==> config.mk <==
export PLATFORM = sky130hd
export DESIGN_NAME = pbc_cmd
export DESIGN_NICKNAME = d
export VERILOG_FILES = /design/src/pbc_pkg.sv /design/src/pbc_cmd.sv
export SDC_FILE = /design/constraint.sdc
export NUM_CORES = 2
export LEC_CHECK = 0
export BUFFER_PORTS_ARGS = -buffer_cell sky130_fd_sc_hd__buf_2
export CORE_ASPECT_RATIO = 0.8
export CORE_MARGIN = 5
export CORE_UTILIZATION = 50
export CTS_CLUSTER_DIAMETER = 150
export DETAILED_ROUTE_END_ITERATION = 10
export HOLD_SLACK_MARGIN = 0.08
export PLACE_DENSITY = 0.67
export SLEW_MARGIN = 15
export SYNTH_ARGS = -nofsm -noshare
export SYNTH_HDL_FRONTEND = slang
export SYNTH_SLANG_ARGS = --single-unit
==> constraint.sdc <==
create_clock -name pclk -period 2.55 [get_ports pclk]
set_input_delay 0.3825 -clock pclk [delete_from_list [all_inputs] [get_ports pclk]]
set_output_delay 0.3825 -clock pclk [all_outputs]
set_load 0.01 [all_outputs]
==> src/pbc_pkg.sv <==
// Constants, codes, states and decode helpers for the bridge command block.
package pbc_pkg;
  localparam logic [15:0] OFS_CTRL     = 16'h0000;
  localparam logic [15:0] OFS_STAT     = 16'h0004;
  localparam logic [15:0] OFS_CFG_ADDR = 16'h0008;
  localparam logic [15:0] OFS_CFG_DATA = 16'h000c;
  localparam logic [15:0] OFS_INTACK   = 16'h0010;
  localparam logic [15:0] OFS_SPC      = 16'h0014;
  localparam logic [15:0] OFS_MIR_LO   = 16'hd000;
  localparam logic [15:0] OFS_MIR_HI   = 16'hd07f;
  localparam int          MIR_WORDS    = 32;
  localparam int          MIR_IDX_LSB  = 2;
  localparam int          MIR_IDX_W    = 5;

  localparam int          CTRL_CLS_LSB   = 0;
  localparam int          CTRL_CLS_W     = 8;
  localparam int          CTRL_MWI_BIT   = 8;
  localparam int          CTRL_IRBER_BIT = 9;
  localparam int          CTRL_TCAR_BIT  = 10;
  localparam int          CTRL_W         = 11;
  localparam logic [10:0] CTRL_RST       = 11'h200;

  localparam int          STAT_HOST_BIT  = 0;
  localparam int          STAT_BUSY_BIT  = 1;
  localparam int          STAT_TCMD_LSB  = 4;

  localparam int          CFG_BUS_LSB    = 16;
  localparam int          CFG_BUS_W      = 8;
  localparam logic [1:0]  CFG_TYPE0      = 2'h0;
  localparam logic [1:0]  CFG_TYPE1      = 2'h1;
  localparam logic [31:0] ALL_ONES       = 32'hffff_ffff;
  localparam logic [3:0]  BE_ALL         = 4'hf;

  localparam logic [3:0] CMD_INTACK = 4'h0;
  localparam logic [3:0] CMD_SPC    = 4'h1;
  localparam logic [3:0] CMD_IO_RD  = 4'h2;
  localparam logic [3:0] CMD_IO_WR  = 4'h3;
  localparam logic [3:0] CMD_RSV4   = 4'h4;
  localparam logic [3:0] CMD_RSV5   = 4'h5;
  localparam logic [3:0] CMD_MEM_RD = 4'h6;
  localparam logic [3:0] CMD_MEM_WR = 4'h7;
  localparam logic [3:0] CMD_RSV8   = 4'h8;
  localparam logic [3:0] CMD_RSV9   = 4'h9;
  localparam logic [3:0] CMD_CFG_RD = 4'ha;
  localparam logic [3:0] CMD_CFG_WR = 4'hb;
  localparam logic [3:0] CMD_MRM    = 4'hc;
  localparam logic [3:0] CMD_DAC    = 4'hd;
  localparam logic [3:0] CMD_MRL    = 4'he;
  localparam logic [3:0] CMD_MWI    = 4'hf;

  localparam logic [1:0] ACT_NONE  = 2'h0;
  localparam logic [1:0] ACT_CLAIM = 2'h1;
  localparam logic [1:0] ACT_RETRY = 2'h2;

  typedef enum logic [1:0] {I_IDLE = 2'b00, I_REQ = 2'b01, I_REL = 2'b10} pbc_ist_e;
  typedef enum logic       {T_ADDR = 1'b0, T_DAC = 1'b1} pbc_tst_e;

  function automatic logic pbc_is_rsvd(input logic [3:0] c);
    return (c == CMD_RSV4) || (c == CMD_RSV5) || (c == CMD_RSV8) || (c == CMD_RSV9);
  endfunction

  function automatic logic pbc_is_cfg(input logic [3:0] c);
    return (c == CMD_CFG_RD) || (c == CMD_CFG_WR);
  endfunction

  // Falls back to plain write or plain read whenever a condition is missing.
  function automatic logic [3:0] pbc_pick_cmd(input logic       wr,
                                              input logic       io,
                                              input logic       burst,
                                              input logic [7:0] words,
                                              input logic [7:0] cls,
                                              input logic       mwi,
                                              input logic       line);
    if (io) return wr ? CMD_IO_WR : CMD_IO_RD;
    if (wr) return (mwi && (cls != 8'h00) && (words >= cls)) ? CMD_MWI : CMD_MEM_WR;
    if (burst && (cls != 8'h00) && (words <= cls)) return line ? CMD_MRL : CMD_MRM;
    return CMD_MEM_RD;
  endfunction

  function automatic logic [1:0] pbc_tgt_act(input logic [3:0] c,
                                             input logic       host,
                                             input logic       tcar);
    case (c)
      CMD_IO_RD, CMD_IO_WR, CMD_MEM_RD, CMD_MEM_WR, CMD_MRM, CMD_MRL, CMD_MWI: return ACT_CLAIM;
      CMD_CFG_RD, CMD_CFG_WR: return host ? ACT_NONE : (tcar ? ACT_CLAIM : ACT_RETRY);
      default: return ACT_NONE;
    endcase
  endfunction
endpackage

==> src/pbc_cmd.sv <==
// Command selection, mode strap and register front end of the PCI bridge.
//
// Summary of operation
// - Strap pin high at reset release selects host.
// - Config space reachable from PCI only in satellite.
// - Control registers answer the core only, never PCI.
// - Mirror range D000-D07F works only in host.
// - I/O, memory, DAC, burst commands both directions.
// - Intack, special, config issued only as host.
// - Config commands claimed as target only in satellite.
// - Burst reads enable all bytes; singles as needed.
// - Burst read uses read multiple within line size.
// - Read line chosen by parameter instead of multiple.
// - Zero line size gives plain memory read.
// - Target read multiple/line become plain internal cycles.
// - Write invalidate needs enable, size, enough words.
// - Otherwise plain memory write is issued.
// - Target write invalidate becomes plain write, no snoop.
// - Address above 32 bits uses dual address cycle.
// - Target accepts dual address then plain internal cycle.
// - Config data access after address issues config cycle.
// - Unanswered config read errors, or reads all ones.
// - Target retries config until ready bit set.
// - Intack register read runs intack, returns data.
// - Special register write drives special cycle data.
// - PCI side asynchronous; every pin synchronised first.
//
// The placing of the registers and the APB slave port were chosen for this implementation.
`timescale 1ns/1ps
module pbc_cmd
  import pbc_pkg::*;
#(
  parameter int unsigned USE_READ_LINE = 0
) (
  input  wire logic        pclk,
  input  wire logic        presetn,
  input  wire logic        psel,
  input  wire logic        penable,
  input  wire logic        pwrite,
  input  wire logic [15:0] paddr,
  input  wire logic [31:0] pwdata,
  output logic             pready,
  output logic [31:0]      prdata,
  output logic             pslverr,
  input  wire logic        strap_addr19,
  input  wire logic        greq_valid,
  input  wire logic        greq_write,
  input  wire logic        greq_io,
  input  wire logic        greq_burst,
  input  wire logic [7:0]  greq_words,
  input  wire logic [39:0] greq_addr,
  input  wire logic [3:0]  greq_be,
  input  wire logic [31:0] greq_wdata,
  output logic             greq_ready,
  output logic             ini_valid,
  output logic [3:0]       ini_cmd,
  output logic             ini_dac,
  output logic [39:0]      ini_addr,
  output logic [3:0]       ini_be,
  output logic [31:0]      ini_wdata,
  input  wire logic        pci_ack,
  input  wire logic        pci_noresp,
  input  wire logic [31:0] pci_rdata,
  input  wire logic        pci_clk,
  input  wire logic        pci_frame_n,
  input  wire logic [3:0]  pci_cbe_n,
  output logic             tgt_claim,
  output logic             tgt_retry,
  output logic             tgt_gbus_valid,
  output logic             tgt_gbus_write,
  output logic [3:0]       tgt_cmd,
  output logic             host_mode
);
  if (USE_READ_LINE > 1) begin : g_chk
    $error("USE_READ_LINE must be 0 or 1");
  end

  typedef struct packed {
    logic                              strap_m;
    logic                              strap_s;
    logic [1:0]                        strap_v;
    logic                              strap_done;
    logic                              host;
    logic [CTRL_W-1:0]                 ctrl;
    logic [31:0]                       cfg_addr;
    logic [31:0]                       spc_data;
    logic [MIR_WORDS-1:0][31:0]        mir;
    logic                              pready;
    logic [31:0]                       prdata;
    logic                              pslverr;
    pbc_ist_e                          ist;
    logic                              src_apb;
    logic                              src_rd;
    logic                              greq_ready;
    logic                              ini_valid;
    logic [3:0]                        ini_cmd;
    logic                              ini_dac;
    logic [39:0]                       ini_addr;
    logic [3:0]                        ini_be;
    logic [31:0]                       ini_wdata;
    logic                              ack_m;
    logic                              ack_s;
    logic                              nores_m;
    logic                              nores_s;
    logic [31:0]                       rdat_m;
    logic [31:0]                       rdat_s;
    logic                              pclk_m;
    logic                              pclk_s;
    logic                              pclk_p;
    logic                              frame_m;
    logic                              frame_s;
    logic                              frame_q;
    logic [3:0]                        cbe_m;
    logic [3:0]                        cbe_s;
    pbc_tst_e                          tst;
    logic                              tgt_claim;
    logic                              tgt_retry;
    logic                              tgt_gbus_valid;
    logic                              tgt_gbus_write;
    logic [3:0]                        tgt_cmd;
  } pbc_state_s;

  pbc_state_s r;
  pbc_state_s n;

  logic       acc;
  logic       mir_hit;
  logic       pci_go;
  logic       apb_go;
  logic       greq_take;
  logic       pclk_rise;
  logic       tgt_start;
  logic [7:0] cls;
  logic [3:0] tc;
  logic [1:0] act;
  logic       decide;

  always_comb begin
    n = r;
    n.pready = 1'b0;
    n.pslverr = 1'b0;
    n.tgt_claim = 1'b0;
    n.tgt_retry = 1'b0;
    n.tgt_gbus_valid = 1'b0;
    cls = r.ctrl[CTRL_CLS_LSB +: CTRL_CLS_W];

    // Every pin from the PCI side passes two flip-flops first.
    n.strap_m = strap_addr19;
    n.strap_s = r.strap_m;
    n.ack_m = pci_ack;
    n.ack_s = r.ack_m;
    n.nores_m = pci_noresp;
    n.nores_s = r.nores_m;
    n.rdat_m = pci_rdata;
    n.rdat_s = r.rdat_m;
    n.pclk_m = pci_clk;
    n.pclk_s = r.pclk_m;
    n.pclk_p = r.pclk_s;
    n.frame_m = pci_frame_n;
    n.frame_s = r.frame_m;
    n.cbe_m = pci_cbe_n;
    n.cbe_s = r.cbe_m;

    // The strap is caught once, after its synchroniser has filled.
    n.strap_v = {r.strap_v[0], 1'b1};
    if (r.strap_v[1] && !r.strap_done) begin
      n.strap_done = 1'b1;
      n.host = r.strap_s;
    end

    acc = psel && penable && !r.pready;
    mir_hit = (paddr >= OFS_MIR_LO) && (paddr <= OFS_MIR_HI);
    pci_go = (paddr == OFS_CFG_DATA) || ((paddr == OFS_INTACK) && !pwrite) ||
             ((paddr == OFS_SPC) && pwrite);
    greq_take = greq_valid && r.greq_ready && (r.ist == I_IDLE);
    apb_go = acc && pci_go && r.host && (r.ist == I_IDLE) && !greq_take;

    // Register answers that need no PCI cycle raise pready one cycle after penable rises.
    if (acc && !(pci_go && r.host)) begin
      n.pready = 1'b1;
      n.prdata = 32'h0000_0000;
      if (pci_go) begin
        n.pslverr = 1'b1;
      end else if (mir_hit) begin
        if (r.host) begin
          if (pwrite) begin
            n.mir[paddr[MIR_IDX_LSB +: MIR_IDX_W]] = pwdata;
          end else begin
            n.prdata = r.mir[paddr[MIR_IDX_LSB +: MIR_IDX_W]];
          end
        end else begin
          n.pslverr = 1'b1;
        end
      end else begin
        case (paddr)
          OFS_CTRL: begin
            if (pwrite) begin
              n.ctrl = pwdata[CTRL_W-1:0];
            end
            n.prdata = {{(32 - CTRL_W){1'b0}}, r.ctrl};
          end
          OFS_STAT: begin
            n.prdata[STAT_HOST_BIT] = r.host;
            n.prdata[STAT_BUSY_BIT] = (r.ist != I_IDLE);
            n.prdata[STAT_TCMD_LSB +: 4] = r.tgt_cmd;
          end
          OFS_CFG_ADDR: begin
            if (pwrite) begin
              n.cfg_addr = pwdata;
            end
            n.prdata = r.cfg_addr;
          end
          OFS_SPC: n.prdata = r.spc_data;
          default: n.pslverr = 1'b1;
        endcase
      end
    end

    case (r.ist)
      I_IDLE: begin
        if (greq_take) begin
          n.ini_cmd = pbc_pick_cmd(greq_write, greq_io, greq_burst, greq_words, cls,
                                   r.ctrl[CTRL_MWI_BIT], USE_READ_LINE[0]);
          n.ini_be = (greq_burst && !greq_write && !greq_io) ? BE_ALL : greq_be;
          n.ini_addr = greq_addr;
          n.ini_dac = (greq_addr[39:32] != 8'h00);
          n.ini_wdata = greq_wdata;
          n.src_apb = 1'b0;
          n.src_rd = !greq_write;
          n.ini_valid = 1'b1;
          n.ist = I_REQ;
        end else if (apb_go) begin
          n.src_apb = 1'b1;
          n.src_rd = !pwrite;
          n.ini_be = BE_ALL;
          n.ini_dac = 1'b0;
          n.ini_addr = 40'h00_0000_0000;
          n.ini_wdata = pwdata;
          n.ini_valid = 1'b1;
          n.ist = I_REQ;
          if (paddr == OFS_CFG_DATA) begin
            n.ini_cmd = pwrite ? CMD_CFG_WR : CMD_CFG_RD;
            n.ini_addr[31:0] = {r.cfg_addr[31:2], (r.cfg_addr[CFG_BUS_LSB +: CFG_BUS_W] == 8'h00)
                                ? CFG_TYPE0 : CFG_TYPE1};
          end else if (paddr == OFS_INTACK) begin
            n.ini_cmd = CMD_INTACK;
          end else begin
            n.ini_cmd = CMD_SPC;
            n.spc_data = pwdata;
          end
        end
      end
      I_REQ: begin
        if (r.ack_s) begin
          n.ini_valid = 1'b0;
          n.ist = I_REL;
          if (r.src_apb) begin
            n.pready = 1'b1;
            n.prdata = 32'h0000_0000;
            if (r.src_rd) begin
              if (r.nores_s) begin
                n.pslverr = r.ctrl[CTRL_IRBER_BIT];
                n.prdata = r.ctrl[CTRL_IRBER_BIT] ? 32'h0000_0000 : ALL_ONES;
              end else begin
                n.prdata = r.rdat_s;
              end
            end
          end
        end
      end
      I_REL: begin
        if (!r.ack_s) begin
          n.ist = I_IDLE;
        end
      end
      default: n.ist = I_IDLE;
    endcase
    n.greq_ready = (n.ist == I_IDLE) && !apb_go;

    // Target decode runs on edges of the sampled PCI clock; no path reaches the
    // control registers from here.
    pclk_rise = r.pclk_s && !r.pclk_p;
    tgt_start = pclk_rise && !r.frame_s && r.frame_q;
    if (pclk_rise) begin
      n.frame_q = r.frame_s;
    end
    tc = r.cbe_s;
    decide = 1'b0;
    case (r.tst)
      T_ADDR: begin
        if (tgt_start) begin
          if (tc == CMD_DAC) begin
            n.tst = T_DAC;
          end else begin
            decide = 1'b1;
          end
        end
      end
      T_DAC: begin
        if (pclk_rise) begin
          decide = 1'b1;
          n.tst = T_ADDR;
        end
      end
      default: n.tst = T_ADDR;
    endcase
    act = pbc_tgt_act(tc, r.host, r.ctrl[CTRL_TCAR_BIT]);
    if (decide) begin
      n.tgt_cmd = tc;
      n.tgt_claim = (act == ACT_CLAIM);
      n.tgt_retry = (act == ACT_RETRY);
      // Read line, read multiple and write invalidate all become plain cycles.
      n.tgt_gbus_valid = (act == ACT_CLAIM) && !pbc_is_cfg(tc);
      n.tgt_gbus_write = tc[0];
    end
  end

  always_ff @(posedge pclk or negedge presetn) begin
    if (!presetn) begin
      r <= '0;
      r.ctrl <= CTRL_RST;
      r.ist <= I_IDLE;
      r.tst <= T_ADDR;
      r.frame_m <= 1'b1;
      r.frame_s <= 1'b1;
      r.frame_q <= 1'b1;
    end else begin
      r <= n;
    end
  end

  assign pready = r.pready;
  assign prdata = r.prdata;
  assign pslverr = r.pslverr;
  assign greq_ready = r.greq_ready;
  assign ini_valid = r.ini_valid;
  assign ini_cmd = r.ini_cmd;
  assign ini_dac = r.ini_dac;
  assign ini_addr = r.ini_addr;
  assign ini_be = r.ini_be;
  assign ini_wdata = r.ini_wdata;
  assign tgt_claim = r.tgt_claim;
  assign tgt_retry = r.tgt_retry;
  assign tgt_gbus_valid = r.tgt_gbus_valid;
  assign tgt_gbus_write = r.tgt_gbus_write;
  assign tgt_cmd = r.tgt_cmd;
  assign host_mode = r.host;
endmodule

==> summary.md <==
| Metric | Value |
|---|---|
| Die height | 318 um |
| GP Congestion | 0.932 |
| Worst Setup SP | host_mode |
| Req. time, crit path | 3210 ps |
| Die width | 395 um |
| Antenna-violating nets left | 0 |
| Yosys warns | 0 |
| Final WL | 188 mm |
| Worst path bufs/invs | 2 |
| Initial Util | 0.506 |
| RR Endpoint | prdata[20] |
| Synthesized net count | 4702 |
| H-tree levels | 4 |
| Async SR Flop Fraction | 1.00 |
| Critical path type | flip-flop to flip-flop |
| Top-area cell type share of the netlist area | 0.555 |
| First-pass GRT wire length | 281 mm |
| Worst endpoint data arrival time | 3240 ps |
| Setup ws final | -34.3 ps |
| Unrepaired setup endpoints after global routing | no |
| Row Count | 112 |
| Cell depth of the worst flop-to-flop path | 7 |
| Die Area | between 100000 and 150000 sq um |
| Area leader, netlist | dfrtp_1 |
| Final HPWL DP | 123 mm |
| RR Startpoint | host_mode |
| Area growth from synthesis to layout | 20.2% |
| Top cells by area, synth | dfrtp_1 (55%), mux2_2 (20%), mux2i_1 (8.5%) |
| Initial antenna violation count | 4 |
| Final hold violations | 0 |
| Largest stage delay, worst path | 800 ps |
| Flop-to-flop setup slack | -30 ps |
| Vias | 41100 |
| Pin count of the biggest net entering global routing | 119 |
| Core Area | 117000 sq um |
| FMAX | 0.387 GHz |
| Worst skew pair latency | 740 ps |
| Power Dens Cells | approximately 670 nW/um^2 |
| M1 WL | 84.5 mm |
| Slew margin rel. | 0.305 |
| Post-layout net count | roughly 5200 |
| Worst-path fanout max | 22 |
| Cells after DPL | 6297 |
| Max-cap violation count | 0 |
| Vias in the first global route | 41900 |
| LEAKAGE | 35.3 nW |
| Cell count after synthesis | ~4500 |
| Clock tree root driver cell | clkbuf_16 |
| Slew at the pin closest to its max-slew limit | 1040 ps |
| Final period util | 1.01 |
| Clk slew on worst S/H paths | 60 ps |
| Worst IR Drop VDD | 0.549 mV |
| CP Capture Type | flip-flop |
| Failing checks | setup timing |
| Status | complete, but fails checks |
| Slew Viols, Final | 0 |
| DRC viols | 0 |
| Port Buffer Count | 307 |
| CTS tree | built |
| Final critical-path required period | 2580 ps |
| Post-synth top cells | dfrtp_1 (1312), mux2_2 (1077), mux2i_1 (501) |
| CP startpoint kind | flip-flop |
| DR WL met2 | 83.3 mm |
| Layout cells sized above 1 | 0.415 |
| Grt ovf | 0 |
| Clock Skews | 28.3 ps |
| Synth Area per Inst | 13.1 sq um |
| WL/cell | 28.2 um |
| Final setup violation count | 1 |
| Post-synthesis cell type count | 65 |
| Routed length on met3 | approximately 15 mm |
| Top Layer Used | met4 |
| Total CTS buffers | approximately 140 |
| CTS Buffer Depth | 3 |
| Post-route non-filler standard cell count | 6667 |
| # IOs | 308 |
| Critical Path, Cell by Cell | nand4_1 -> buf_4 -> or2_1 -> buf_12 -> a31oi_1 -> o21ai_1 -> a22oi_1 |
| Seq/Total Area, Yosys | 0.557 |
| Post-Route Utilization | 0.608 |
| Sink Count | about 1300 |
| Primary FF master, synth | dfrtp_1 |
| Post-synth EDFFs | 0 |
| 1st-iter DRT viols | 3977 |
| Most frequent cell after synthesis | dfrtp_1 |
| Hold Crit Class | primary input to async pin |
| Yosys reg bits | 1316 |
| Synth Cell Area | 59200 sq um |
| GRT Resource Usage Total | 0.296 |
| Worst path top cell family by delay | compound AO/OA/AOI/OAI gates |
| Vias per inst | roughly 6 |
| CP max-delay cell | a31oi_1 |
| Drt pass-1 iters | 6 |
## layer usage
layer  up-vias  global-route usage
li1      17300                   -
met1     21800               0.439
met2      1735               0.446
met3       301              0.0607
met4         0              0.0787
met5         -                   0
## cell type report
| class | instances | area, sq um |
|---|---|---|
| repair buffers | 877 | 7670 |
| clock inverters | 34 | 364 |
| multi-input cells | 2674 | 23900 |
| clock buffers | 212 | 4230 |
| diodes | 2 | 5.00 |
| fillers | 8982 | 45900 |
| flip-flops and latches | 1316 | 32900 |
| inverters | 13 | 48.8 |
| well taps | 1539 | 1930 |
## worst max-delay path by stage
| stage | endpoint | slack, ps | depth (start not counted) |
|---|---|---|---|
| floorplan | r[1270] | 240 | 8 |
| global placement | prdata[15] | -680 | 9 |
| detailed placement | prdata[15] | -730 | 9 |
| CTS | prdata[5] | 40 | 6 |
| global route | prdata[5] | 30 | 6 |
| finish | prdata[20] | -30 | 7 |
## layout by cell type (no fill, tap or decap), drive strengths merged, types with 8 or more instances in the layout
master          n
o21ai          52
o22ai         249
nor4           50
a221o          23
ha              8
clkinv         21
clkbuf        212
buf           755
o211ai         24
inv            20
a22oi          25
dfrtp        1312
nand3         103
dlygate4sd3   122
nand2         185
a21oi          32
mux4            8
mux2         1104
mux2i         501
a31oi          54
nor3           11
nor2b          12
nor2          133
## cells by family (layout without fill, tap and decap cells)
group	after synthesis	count (layout)	synth area share
simple gates	558	558	0.0453
mux	1613	1613	0.298
buf+inv	522	1136	0.0441
other cells	1	3	0.0000634
fa+ha+maj	8	8	0.00169
compound gates	493	493	0.0542
flops	1316	1316	0.557
xor+xnor	1	1	0.000148
## through the flow
step,hold WS [ps],cell area (sq um),TNS (ps),power [mW],setup slack [ps]
finish,170,71100,-34.3,47.4,-34.3
global route,183,71100,0,49.0,26.5
CTS,134,71100,0,47.6,42.9
detailed placement,316,65300,-21320,27.2,-732
global placement,309,65300,-24640,27.1,-682
floorplan,86.9,59200,0,25.4,240
## state kept, by name, summed over array words and instances, names as in the netlist, 4 cells and up
signal     flops
ini_wdata     32
tgt_cmd        4
cls            8
ini_addr      40
prdata        32
ini_cmd        4
ini_be         4
n             43
r           1136
tc             4
## what timing repair did
item                       in CTS  in global routing
setup endpoints to repair       0                 12
buffers inserted                0                  0
resized for setup               0                  4
hold endpoints to repair      898                  0
hold buffers                  122                  0
## where the power goes
group	internal, mW	switching [mW]	leakage (nW)
clock	11.9	8.42	2.27
combinational	1.82	3.07	15.0
sequential	21.6	0.476	18.0
Power figures use the tool's default switching activity.
